File: src/hdl/asscd_pkg.sv
package asscd_pkg;

  // Command opcodes.
  localparam logic [7:0] CMD_SLEEP_A    = 8'hE6;
  localparam logic [7:0] CMD_SLEEP_B    = 8'h99;
  localparam logic [7:0] CMD_SMART      = 8'hB0;

  // SMART subcommand codes carried in the features register.
  localparam logic [7:0] SUB_READ_VAL   = 8'hD0;
  localparam logic [7:0] SUB_READ_THR   = 8'hD1;
  localparam logic [7:0] SUB_AUTOSAVE   = 8'hD2;
  localparam logic [7:0] SUB_SAVE       = 8'hD3;
  localparam logic [7:0] SUB_OFFLINE    = 8'hD4;
  localparam logic [7:0] SUB_LOG_RD     = 8'hD5;
  localparam logic [7:0] SUB_LOG_WR     = 8'hD6;
  localparam logic [7:0] SUB_ENABLE     = 8'hD8;
  localparam logic [7:0] SUB_DISABLE    = 8'hD9;
  localparam logic [7:0] SUB_RET_STATUS = 8'hDA;
  localparam logic [7:0] SUB_AUTO_OFFL  = 8'hDB;

  // Autosave sector count values and the SMART key.
  localparam logic [7:0] AUTOSAVE_OFF   = 8'h00;
  localparam logic [7:0] AUTOSAVE_ON    = 8'hF1;
  localparam logic [7:0] KEY_CYL_LO     = 8'h4F;
  localparam logic [7:0] KEY_CYL_HI     = 8'hC2;

  // Device/head register field positions.
  localparam int DEV_SEL_BIT  = 4;

  // Status and error register bit positions.
  localparam int ST_BSY = 7;
  localparam int ST_RDY = 6;
  localparam int ST_DSC = 4;
  localparam int ST_DRQ = 3;
  localparam int ST_ERR = 0;
  localparam int ER_ABT = 2;

  // Sector transfer length in bytes.
  localparam int SECTOR_BYTES = 512;

  // Register port map.
  localparam logic [3:0] ADR_CTRL     = 4'h0;
  localparam logic [3:0] ADR_STATE    = 4'h1;
  localparam logic [3:0] ADR_IRQ_STAT = 4'h2;
  localparam logic [3:0] ADR_IRQ_MASK = 4'h3;
  localparam logic [3:0] ADR_DEV_ID   = 4'h4;

  // Control register fields.
  localparam int CTRL_DEV_ADDR = 0;

  // Interrupt event bits.
  localparam int IRQ_CMD_DONE = 0;
  localparam int IRQ_SLEEP    = 1;
  localparam int IRQ_ABORT    = 2;
  localparam int IRQ_WIDTH    = 3;

  // Reset values.
  localparam logic [7:0] STATUS_RST = 8'h50;
  localparam logic [7:0] ERROR_RST  = 8'h00;

endpackage

File: src/hdl/asscd_nv_bit.sv
`timescale 1ns/1ps
// Nonvolatile flag model: reset does not touch the stored value except on first power.
module asscd_nv_bit (
  // Clock
  input  wire logic sys_clk,
  // Power-on
  input  wire logic por,
  // Update
  input  wire logic wr_en,
  input  wire logic wr_val,
  // Stored value
  output logic      q
);

  // Only power-on clears it; a host reset keeps the stored setting.
  always_ff @(posedge sys_clk or posedge por) begin
    if (por) begin
      q <= 1'b0;
    end else if (wr_en) begin
      q <= wr_val;
    end
  end

endmodule

File: src/hdl/asscd_decoder.sv
`timescale 1ns/1ps
module asscd_decoder
  import asscd_pkg::*;
(
  // Clock and reset
  input  wire logic       sys_clk,
  input  wire logic       rst,
  input  wire logic       por,
  input  wire logic       soft_reset,
  // Task file from host
  input  wire logic       cmd_wr,
  input  wire logic [7:0] cmd_code,
  input  wire logic [7:0] features,
  input  wire logic [7:0] sector_count,
  input  wire logic [7:0] cyl_low,
  input  wire logic [7:0] cyl_high,
  input  wire logic [7:0] dev_head,
  // Task file to host
  output logic [7:0]      status,
  output logic [7:0]      error,
  output logic            intrq,
  // Sector data stream to host
  output logic            data_valid,
  output logic [7:0]      data_byte,
  input  wire logic       data_ready,
  // Media and attribute store
  input  wire logic       spindle_stopped,
  output logic            spin_down_req,
  input  wire logic       spin_down_done,
  output logic            attr_save_req,
  output logic            thr_fetch_req,
  input  wire logic       store_done,
  input  wire logic [7:0] sector_rd_data,
  output logic [8:0]      sector_rd_addr,
  output logic            iface_active,
  output logic            smart_enabled,
  output logic            autosave_enabled,
  // Register port
  input  wire logic [3:0] reg_addr,
  input  wire logic [7:0] reg_wdata,
  input  wire logic       reg_wr,
  input  wire logic       reg_rd,
  output logic [7:0]      reg_rdata,
  output logic            irq
);

  typedef enum logic [3:0] {
    S_IDLE     = 4'b0000,
    S_SPIN     = 4'b0001,
    S_SLEEP    = 4'b0010,
    S_SAVE     = 4'b0011,
    S_FETCH    = 4'b0100,
    S_XFER     = 4'b0101,
    S_AS_UPD   = 4'b0110,
    S_AS_DONE  = 4'b0111,
    S_EN_SAVE  = 4'b1000,
    S_DONE     = 4'b1001
  } asscd_state_e;

  function automatic logic is_listed(input logic [7:0] c);
    is_listed = (c >= SUB_READ_VAL && c <= SUB_LOG_WR) || (c >= SUB_ENABLE && c <= SUB_AUTO_OFFL);
  endfunction

  asscd_state_e   state_r;
  asscd_state_e   state_nxt;
  logic [8:0]     byte_cnt_r;
  logic           dev_addr_r;
  logic [IRQ_WIDTH-1:0] irq_stat_r;
  logic [IRQ_WIDTH-1:0] irq_mask_r;
  logic           smart_wr;
  logic           smart_val;
  logic           as_wr;
  logic           as_val;
  logic           ev_done;
  logic           ev_sleep;
  logic           ev_abort;
  logic           dev_match;
  logic           smart_bad;
  logic           take_smart;

  assign dev_match  = dev_head[DEV_SEL_BIT] == dev_addr_r;
  // Features must already hold the subcommand when the opcode lands.
  assign smart_bad  = !is_listed(features)
                      || (cyl_low != KEY_CYL_LO) || (cyl_high != KEY_CYL_HI)
                      || (!smart_enabled && features != SUB_ENABLE);
  assign take_smart = state_r == S_IDLE && cmd_wr && dev_match && cmd_code == CMD_SMART;

  // Enable/disable flags live in nonvolatile cells that survive resets.
  asscd_nv_bit u_smart_nv (
    .sys_clk (sys_clk),
    .por     (por),
    .wr_en   (smart_wr),
    .wr_val  (smart_val),
    .q       (smart_enabled)
  );

  asscd_nv_bit u_autosave_nv (
    .sys_clk (sys_clk),
    .por     (por),
    .wr_en   (as_wr),
    .wr_val  (as_val),
    .q       (autosave_enabled)
  );

  always_comb begin
    state_nxt = state_r;
    smart_wr  = 1'b0;
    smart_val = 1'b0;
    as_wr     = 1'b0;
    as_val    = 1'b0;
    ev_done   = 1'b0;
    ev_sleep  = 1'b0;
    ev_abort  = 1'b0;
    case (state_r)
      S_IDLE: begin
        if (cmd_wr && dev_match && (cmd_code == CMD_SLEEP_A || cmd_code == CMD_SLEEP_B)) begin
          state_nxt = spindle_stopped ? S_SLEEP : S_SPIN;
          ev_sleep  = spindle_stopped;
        end else if (take_smart) begin
          if (smart_bad) begin
            ev_abort  = 1'b1;
            state_nxt = S_IDLE;
          end else begin
            case (features)
              SUB_READ_VAL: state_nxt = S_SAVE;
              SUB_READ_THR: state_nxt = S_FETCH;
              SUB_AUTOSAVE: begin
                if (sector_count == AUTOSAVE_OFF || sector_count == AUTOSAVE_ON) begin
                  state_nxt = S_AS_UPD;
                end else begin
                  ev_abort = 1'b1;
                end
              end
              SUB_ENABLE: begin
                smart_wr  = 1'b1;
                smart_val = 1'b1;
                state_nxt = S_EN_SAVE;
              end
              SUB_DISABLE: begin
                smart_wr  = 1'b1;
                as_wr     = 1'b1;
                state_nxt = S_EN_SAVE;
              end
              default: ev_done = 1'b1;
            endcase
          end
        end
      end
      S_SPIN: begin
        if (spin_down_done) begin
          state_nxt = S_SLEEP;
          ev_sleep  = 1'b1;
        end
      end
      S_SLEEP: state_nxt = S_SLEEP;
      S_SAVE: begin
        if (store_done) begin
          state_nxt = S_XFER;
        end
      end
      S_FETCH: begin
        if (store_done) begin
          state_nxt = S_XFER;
        end
      end
      S_XFER: begin
        if (data_ready && byte_cnt_r == 9'(SECTOR_BYTES - 1)) begin
          state_nxt = S_IDLE;
          ev_done   = 1'b1;
        end
      end
      S_AS_UPD: begin
        as_wr     = 1'b1;
        as_val    = sector_count == AUTOSAVE_ON;
        state_nxt = S_AS_DONE;
      end
      S_AS_DONE: begin
        state_nxt = S_IDLE;
        ev_done   = 1'b1;
      end
      S_EN_SAVE: begin
        if (store_done) begin
          state_nxt = S_DONE;
        end
      end
      S_DONE: begin
        state_nxt = S_IDLE;
        ev_done   = 1'b1;
      end
      default: state_nxt = S_IDLE;
    endcase
  end

  // Soft reset is the second exit from sleep beside the hardware reset.
  always_ff @(posedge sys_clk or posedge rst) begin
    if (rst) begin
      state_r <= S_IDLE;
    end else if (soft_reset) begin
      state_r <= S_IDLE;
    end else begin
      state_r <= state_nxt;
    end
  end

  always_ff @(posedge sys_clk or posedge rst) begin
    if (rst) begin
      byte_cnt_r <= 9'h000;
    end else if (state_r != S_XFER || soft_reset) begin
      byte_cnt_r <= 9'h000;
    end else if (data_ready) begin
      byte_cnt_r <= byte_cnt_r + 9'h001;
    end
  end

  assign data_valid     = state_r == S_XFER;
  assign data_byte      = sector_rd_data;
  assign sector_rd_addr = byte_cnt_r;
  assign spin_down_req  = state_r == S_SPIN;
  assign iface_active   = state_r != S_SLEEP;
  // Power-up and power-down saves are left to firmware, whatever the autosave flag says.
  assign attr_save_req  = state_r == S_SAVE || state_r == S_EN_SAVE;
  assign thr_fetch_req  = state_r == S_FETCH;

  // Task-file status: BSY follows any non-idle state except sleep and S_AS_DONE.
  always_ff @(posedge sys_clk or posedge rst) begin
    if (rst) begin
      status <= STATUS_RST;
      error  <= ERROR_RST;
    end else if (soft_reset) begin
      status <= STATUS_RST;
      error  <= ERROR_RST;
    end else begin
      // Autosave drops BSY one cycle ahead of INTRQ, so the host sees the two in order.
      status[ST_BSY] <= state_nxt != S_IDLE && state_nxt != S_SLEEP && state_nxt != S_AS_DONE;
      status[ST_DRQ] <= state_nxt == S_XFER;
      if (take_smart || (state_r == S_IDLE && cmd_wr)) begin
        status[ST_ERR] <= ev_abort;
        error[ER_ABT]  <= ev_abort;
      end
    end
  end

  // INTRQ rises on the same edge that drops BSY, except after autosave, where BSY drops one cycle earlier, and on entering sleep, where it stays low.
  always_ff @(posedge sys_clk or posedge rst) begin
    if (rst) begin
      intrq <= 1'b0;
    end else if (soft_reset) begin
      intrq <= 1'b0;
    end else if (ev_done || ev_abort) begin
      // A command that ends at once raises INTRQ in the cycle of its own write, so the event wins.
      intrq <= 1'b1;
    end else if (cmd_wr) begin
      intrq <= 1'b0;
    end
  end

  always_ff @(posedge sys_clk or posedge rst) begin
    if (rst) begin
      dev_addr_r <= 1'b0;
      irq_mask_r <= '0;
    end else if (reg_wr && reg_addr == ADR_CTRL) begin
      dev_addr_r <= reg_wdata[CTRL_DEV_ADDR];
    end else if (reg_wr && reg_addr == ADR_IRQ_MASK) begin
      irq_mask_r <= reg_wdata[IRQ_WIDTH-1:0];
    end
  end

  // A new event in the clearing cycle wins over the write-one clear.
  always_ff @(posedge sys_clk or posedge rst) begin
    if (rst) begin
      irq_stat_r <= '0;
    end else begin
      irq_stat_r <= (irq_stat_r & ~((reg_wr && reg_addr == ADR_IRQ_STAT) ? reg_wdata[IRQ_WIDTH-1:0] : '0))
                    | {ev_abort, ev_sleep, ev_done};
    end
  end

  assign irq = |(irq_stat_r & irq_mask_r);

  always_ff @(posedge sys_clk or posedge rst) begin
    if (rst) begin
      reg_rdata <= 8'h00;
    end else if (reg_rd) begin
      case (reg_addr)
        ADR_CTRL:     reg_rdata <= {7'h00, dev_addr_r};
        ADR_STATE:    reg_rdata <= {2'h0, autosave_enabled, smart_enabled, state_r};
        ADR_IRQ_STAT: reg_rdata <= {5'h00, irq_stat_r};
        ADR_IRQ_MASK: reg_rdata <= {5'h00, irq_mask_r};
        default:      reg_rdata <= 8'h00;
      endcase
    end else begin
      reg_rdata <= 8'h00;
    end
  end

endmodule

File: config.mk
export PLATFORM = sky130hd
export DESIGN_NAME = asscd_decoder
export DESIGN_NICKNAME = d
export VERILOG_FILES = /design/src/hdl/asscd_pkg.sv /design/src/hdl/asscd_nv_bit.sv /design/src/hdl/asscd_decoder.sv
export SDC_FILE = /design/constraint.sdc
export NUM_CORES = 1
export LEC_CHECK = 0
export BUFFER_PORTS_ARGS = -buffer_cell sky130_fd_sc_hd__buf_2
export CORE_ASPECT_RATIO = 1.5
export CORE_MARGIN = 2
export CORE_UTILIZATION = 44
export CTS_CLUSTER_DIAMETER = 60
export CTS_CLUSTER_SIZE = 25
export DETAILED_ROUTE_END_ITERATION = 6
export GPL_ROUTABILITY_DRIVEN = 0
export GPL_TIMING_DRIVEN = 0
export PLACE_DENSITY = 0.8
export SYNTH_ARGS = -nofsm -noshare
export SYNTH_HDL_FRONTEND = slang
export SYNTH_SLANG_ARGS = --single-unit
File: constraint.sdc
create_clock -name sys_clk -period 2.3 [get_ports sys_clk]
set_clock_uncertainty 0.15 [all_clocks]
set_input_delay 0.115 -clock sys_clk [delete_from_list [all_inputs] [get_ports sys_clk]]
set_output_delay 0.115 -clock sys_clk [all_outputs]
set_load 0.02 [all_outputs]
# == Word level (Yosys, flattened, before mapping) ==
# Index checks and enable logic that the tools add are counted.
# word_totals
elab_cells,146
regBits,34
inputBits,79
# op_classes
eq_ne,31
reduce_logical,39
n_lt_le_gt_ge,4
muxes,55
add_sub_neg,1
bitwise,5
# op_table
op,count
"== test 8 bit, second input constant",9
two-way mux 4 bit,9
two-way mux 1 bit,35
case mux 4 bit (7 select lines),1
case mux 6 bit (4 select lines),1
"== test 4 x 3 -> 1 bit, second input constant",5
two-way mux 9 bit,2
"== test 4 x 2 -> 1 bit, second input constant",4
"greater-or-equal comparator 8 bit, second input constant",2
"less-or-equal comparator 8 bit, second input constant",2
"!= test 8 bit, second input constant",2
case mux 4 bit (4 select lines),1
logical AND 1 bit,14
logical OR 1 bit,10
"adder 9 x 1 -> 9 bit, second input constant",1
"== test 9 bit, second input constant",1
"== test 4 x 1 -> 1 bit, second input constant",2
"== test 4 bit, second input constant",2
zero test 4 bit,2
zero test 8 bit,1
two-way mux 8 bit,1
"!= test 4 x 2 -> 1 bit, second input constant",2
"!= test 4 x 3 -> 1 bit, second input constant",2
"!= test 8 x 7 -> 1 bit, second input constant",1
17 further kinds,23

# == Logic depth before layout (Yosys ltp) ==
# depth
depth_word,15
ltp_mapped,9

# == Hierarchy ==
# A second synthesis with hierarchy kept.
# hier_totals
cells_unflattened,249
hier_area_um2,2192.1
# by_module_without_submodules
module,area_each_um2,cells_each,n_inst
asscd_decoder,2104.5,243,1
asscd_nv_bit,43.8,3,2

# == Worst setup path after synthesis ==
# No wires, ideal clock.
# synth_path
kind,register to register
from,"register byte_cnt_r[0], in the netlist sector_rd_addr[0]"
to,register status[3]
path_buffers,0
setup_ps,120
arrival_time_ps,1929
stages_incl_launch_ff,10
synth_period_minus_slack_ps,2199
setup_slack_ps,101
path_cell_list,dfrtp_1 -> ha_1 -> nand3_1 -> nor2_1 -> ha_1 -> a21o_1 -> a21oi_1 -> or3_1 -> a31oi_1 -> and3b_1
# synth_via
elab_chain_len,6
# synth_rtl
item,line,source
from (decl),asscd_decoder.sv:66,logic [8:0] byte_cnt_r;
from (signal assigned),asscd_decoder.sv:211,byte_cnt_r <= byte_cnt_r + 9'h001;
== test 9 bit,asscd_decoder.sv:167,if (data_ready && byte_cnt_r == 9'(SECTOR_BYTES - 1)) begin
logical AND 1 bit,asscd_decoder.sv:167,
two-way mux 4 bit,asscd_decoder.sv:167,
case mux 4 bit (7 select lines),asscd_decoder.sv:114,case (state_r)
== test 4 x 3 -> 1 bit,asscd_decoder.sv:235,status[ST_DRQ] <= state_nxt == S_XFER;
two-way mux 1 bit,asscd_decoder.sv:229,end else if (soft_reset) begin
"to (signal, indexed assignment)",asscd_decoder.sv:237,status[ST_ERR] <= ev_abort;
to (decl),asscd_decoder.sv:19,"output logic [7:0] status,"
# Every way passes these cells.
# A chain may end at the register's enable or synchronous reset.

# == Final worst setup path ==
# Same ends and word-level chain as after synthesis.

==> metrics.cfg <==
[status]
status = finished with violations
violations = hold timing

[route]
firstDrtPassIters = 4
via_count = 2277
wl_per_cell_um = 12.7
wl_um = 5620
drc_errors = 0
drtIter0Drc = 83
route.antenna.remaining_nets = 0
viasPerCell = 5.15

[synth]
synth.mux.area_fraction = 0.0537
ys.flop_type = dfrtp_1
async_flop_share = 1.00
synthXorXnorAreaFrac = 0.0235
synth-compound-area-share = 0.126
avgSynthCellArea_um2 = 8.84
ys_warn_count = 0
ys_seq_area_frac = 0.358
synth.distinct_cells = 57
synth-simple-area-share = 0.313
synth_cells = 253
synth_edf_count = 0
synth_top_family_by_area = simple AND/OR/NAND/NOR gates
ys_ff_latch = 32
synthAdderAreaFrac = 0.0112
synth.cell_area_mm2 = 0.00224

[clocking]
cts_buffers = 5
clockBufferDepth = 2
clkTransAtPathRegs_ns = 0.07
cts_tree = yes
clock_sinks = 32
cts_root_buffer = clkbuf_8
insertion_delay_ns = 0.29
h-tree-depth = 2

[finish]
multi_input_area_mm2 = 0.00127
seq_area_um2 = 801
nets = 456
final_core_util = 0.634
diodes = 0
fill_cells = 433
area_growth_pct = 37.4
drive_gt1_frac = 0.402

[worst_setup_path]
crit_type = flop to flop
start_kind = flop
r2r_start = sector_rd_addr[0]$_DFFE_PP0P_
r2r_setup_slack_ns = 0.1
end_kind = flop
worstPathArrival_ns = 2.23
critPathMaxFanout = 4
worstSetupStartpoint = sector_rd_addr[0]$_DFFE_PP0P_
reg2reg_to = status[3]$_DFF_PP0_
cp.required_ns = 2.32
crit_end = status[3]$_DFF_PP0_
reg2regPathDepth = 9

[power]
vdd_drop_max_mv = 0.176
powerDensity_mw_per_mm2 = 428
p_leak_nw = 1.55
total_power_mw = 1.32

[place]
place_ws_ns = -0.0218
io_buffers = 90
place.detailed.hpwl_um = 4450

[global_routing]
grt_pass1_vias = 2157
grt_max_degree = 31
grt_pass1_wl_um = 9300
antenna_found_initial = 0
overflow = 0
grt_use_total = 0.199

[sta]
finalCriticalPeriod_ns = 2.20
worst_slew_pin_slew_ns = 1.14
max_freq_ghz = 0.454
fin_crit_sh = 0.958
drv_slew = 0
worst_slack_ns = 0.0957
holdWs_ns = -0.0377
max_slew_margin = 0.241
finalSetupViolations = 0
hold_viol_final = 30
rsz0062_at_grt = no

[floorplan]
fp.dieW_um = 62.2
die_h_um = 91.3
initial_core_util = 0.461
pin_count = 129
fp.dieArea_mm2 = 0.00568
fp-row-count = 31
core_region_area_mm2 = 0.00485

[job]
cap_violations = 0

[min_path]
hold_class = primary input to asynchronous set/reset pin

[cell usage after synthesis (7+ instances only)]
master,n,area (um^2)
a21oi_1,12,60.1
buf_4,23,173
clkbuf_1,8,30.0
dfrtp_1,32,801
inv_1,8,30.0
nand2_1,24,90.1
nand3_1,7,35.0
nand4_1,9,56.3
nor2_1,27,101
nor2b_1,7,43.8
nor3_1,7,35.0
o21ai_0,8,40.0
[critical path, cell delays in order (launching register included)]
cell and delay (ns):
dfrtp_1 0.41, ha_2 0.21, nand3_1 0.09, nor2_2 0.11
ha_2 0.20, a21o_1 0.11, a21oi_1 0.06, or3_4 0.38
a31oi_4 0.18, and3b_1 0.21
[what timing repair did]
action	CTS	global route
setup buffers	0	4
pin swaps	0	2
setup endpoints to repair	1	4
hold endpoints to repair	15	0
hold buffers	10	0
gates cloned	0	0
resized for setup	1	7
[sequential cells by signal, indices dropped and copies added (netlist names)]
register         count
sector_rd_addr       9
irq_stat_r           3
status               2
u_autosave_nv.q      1
error                1
state_r              4
u_smart_nv.q         1
reg_rdata            6
dev_addr_r           1
irq_mask_r           3
intrq                1
[through the flow]
step / instances / TNS, ns / area (um^2)
after detailed placement: 421 / -0.0218 / 2820
after global placement: 421 / 0 / 2820
final: 442 / 0 / 3070
after CTS: 439 / 0 / 3010
after floorplan: 265 / 0 / 2280
after global routing: 442 / 0 / 3070
[cell type report]
type | instances | share of cell area
inverters | 8 | 0.00977
repair buffers | 104 | 0.189
clock inverters | 2 | 0.00326
well taps | 66 | 0.0269
plain buffers | 32 | 0.0700
flip-flops and latches | 32 | 0.261
clock buffers | 6 | 0.0269
multi-input cells | 192 | 0.414
[cells in the final DEF (no fill, tap or decap), types with 4 or more instances in the layout]
master         count
nor2_1            26
a21oi_1           12
mux2_2             6
buf_2             91
clkbuf_8           6
dlygate4sd3_1     10
dfrtp_1           32
nand3_1            7
nand4_1            9
nand2b_1           6
clkbuf_1           7
nor3_1             6
nor2b_1            7
xor2_1             4
inv_1              8
conb_1            14
buf_4             27
nand2_1           24
o21ai_0            8
[worst min path at each step]
stage | end | slack (ns) | startpoint | depth (start not counted)
after floorplan | u_autosave_nv.q$_DFFE_PP0P_ | -0.29 | por | 1
after global placement | u_autosave_nv.q$_DFFE_PP0P_ | -0.18 | por | 2
after detailed placement | u_autosave_nv.q$_DFFE_PP0P_ | -0.18 | por | 2
after CTS | state_r[1]$_DFF_PP0_ | 0.003 | rst | 2
after global routing | reg_rdata[2]$_DFF_PP0_ | 0.05 | reg_addr[3] | 4
final | dev_addr_r$_DFFE_PP0P_ | -0.04 | rst | 2
[logic make-up after synthesis]
family | after synthesis
and+or+nand+nor | 118
AOI/OAI and AO/OA | 42
buffers and inverters | 41
DFF | 32
muxes | 10
xor gates and xnor gates | 6
adders and majority gates | 2
other | 2
[metal layers]
metal | wire [um] | track usage
met2 | 3180 | 0.385
met3 | 348 | 0.0335
met5 | 0 | 0
met1 | 2030 | 0.216
met4 | 72 | 0.0685
[power breakdown]
group	leakage, nW	internal, mW	switching (mW)
clock	0.0510	0.238	0.206
combinational	1.06	0.132	0.132
sequential	0.438	0.588	0.0199
total	1.55	0.958	0.358
Note: power is estimated with default switching activity, not from simulation.
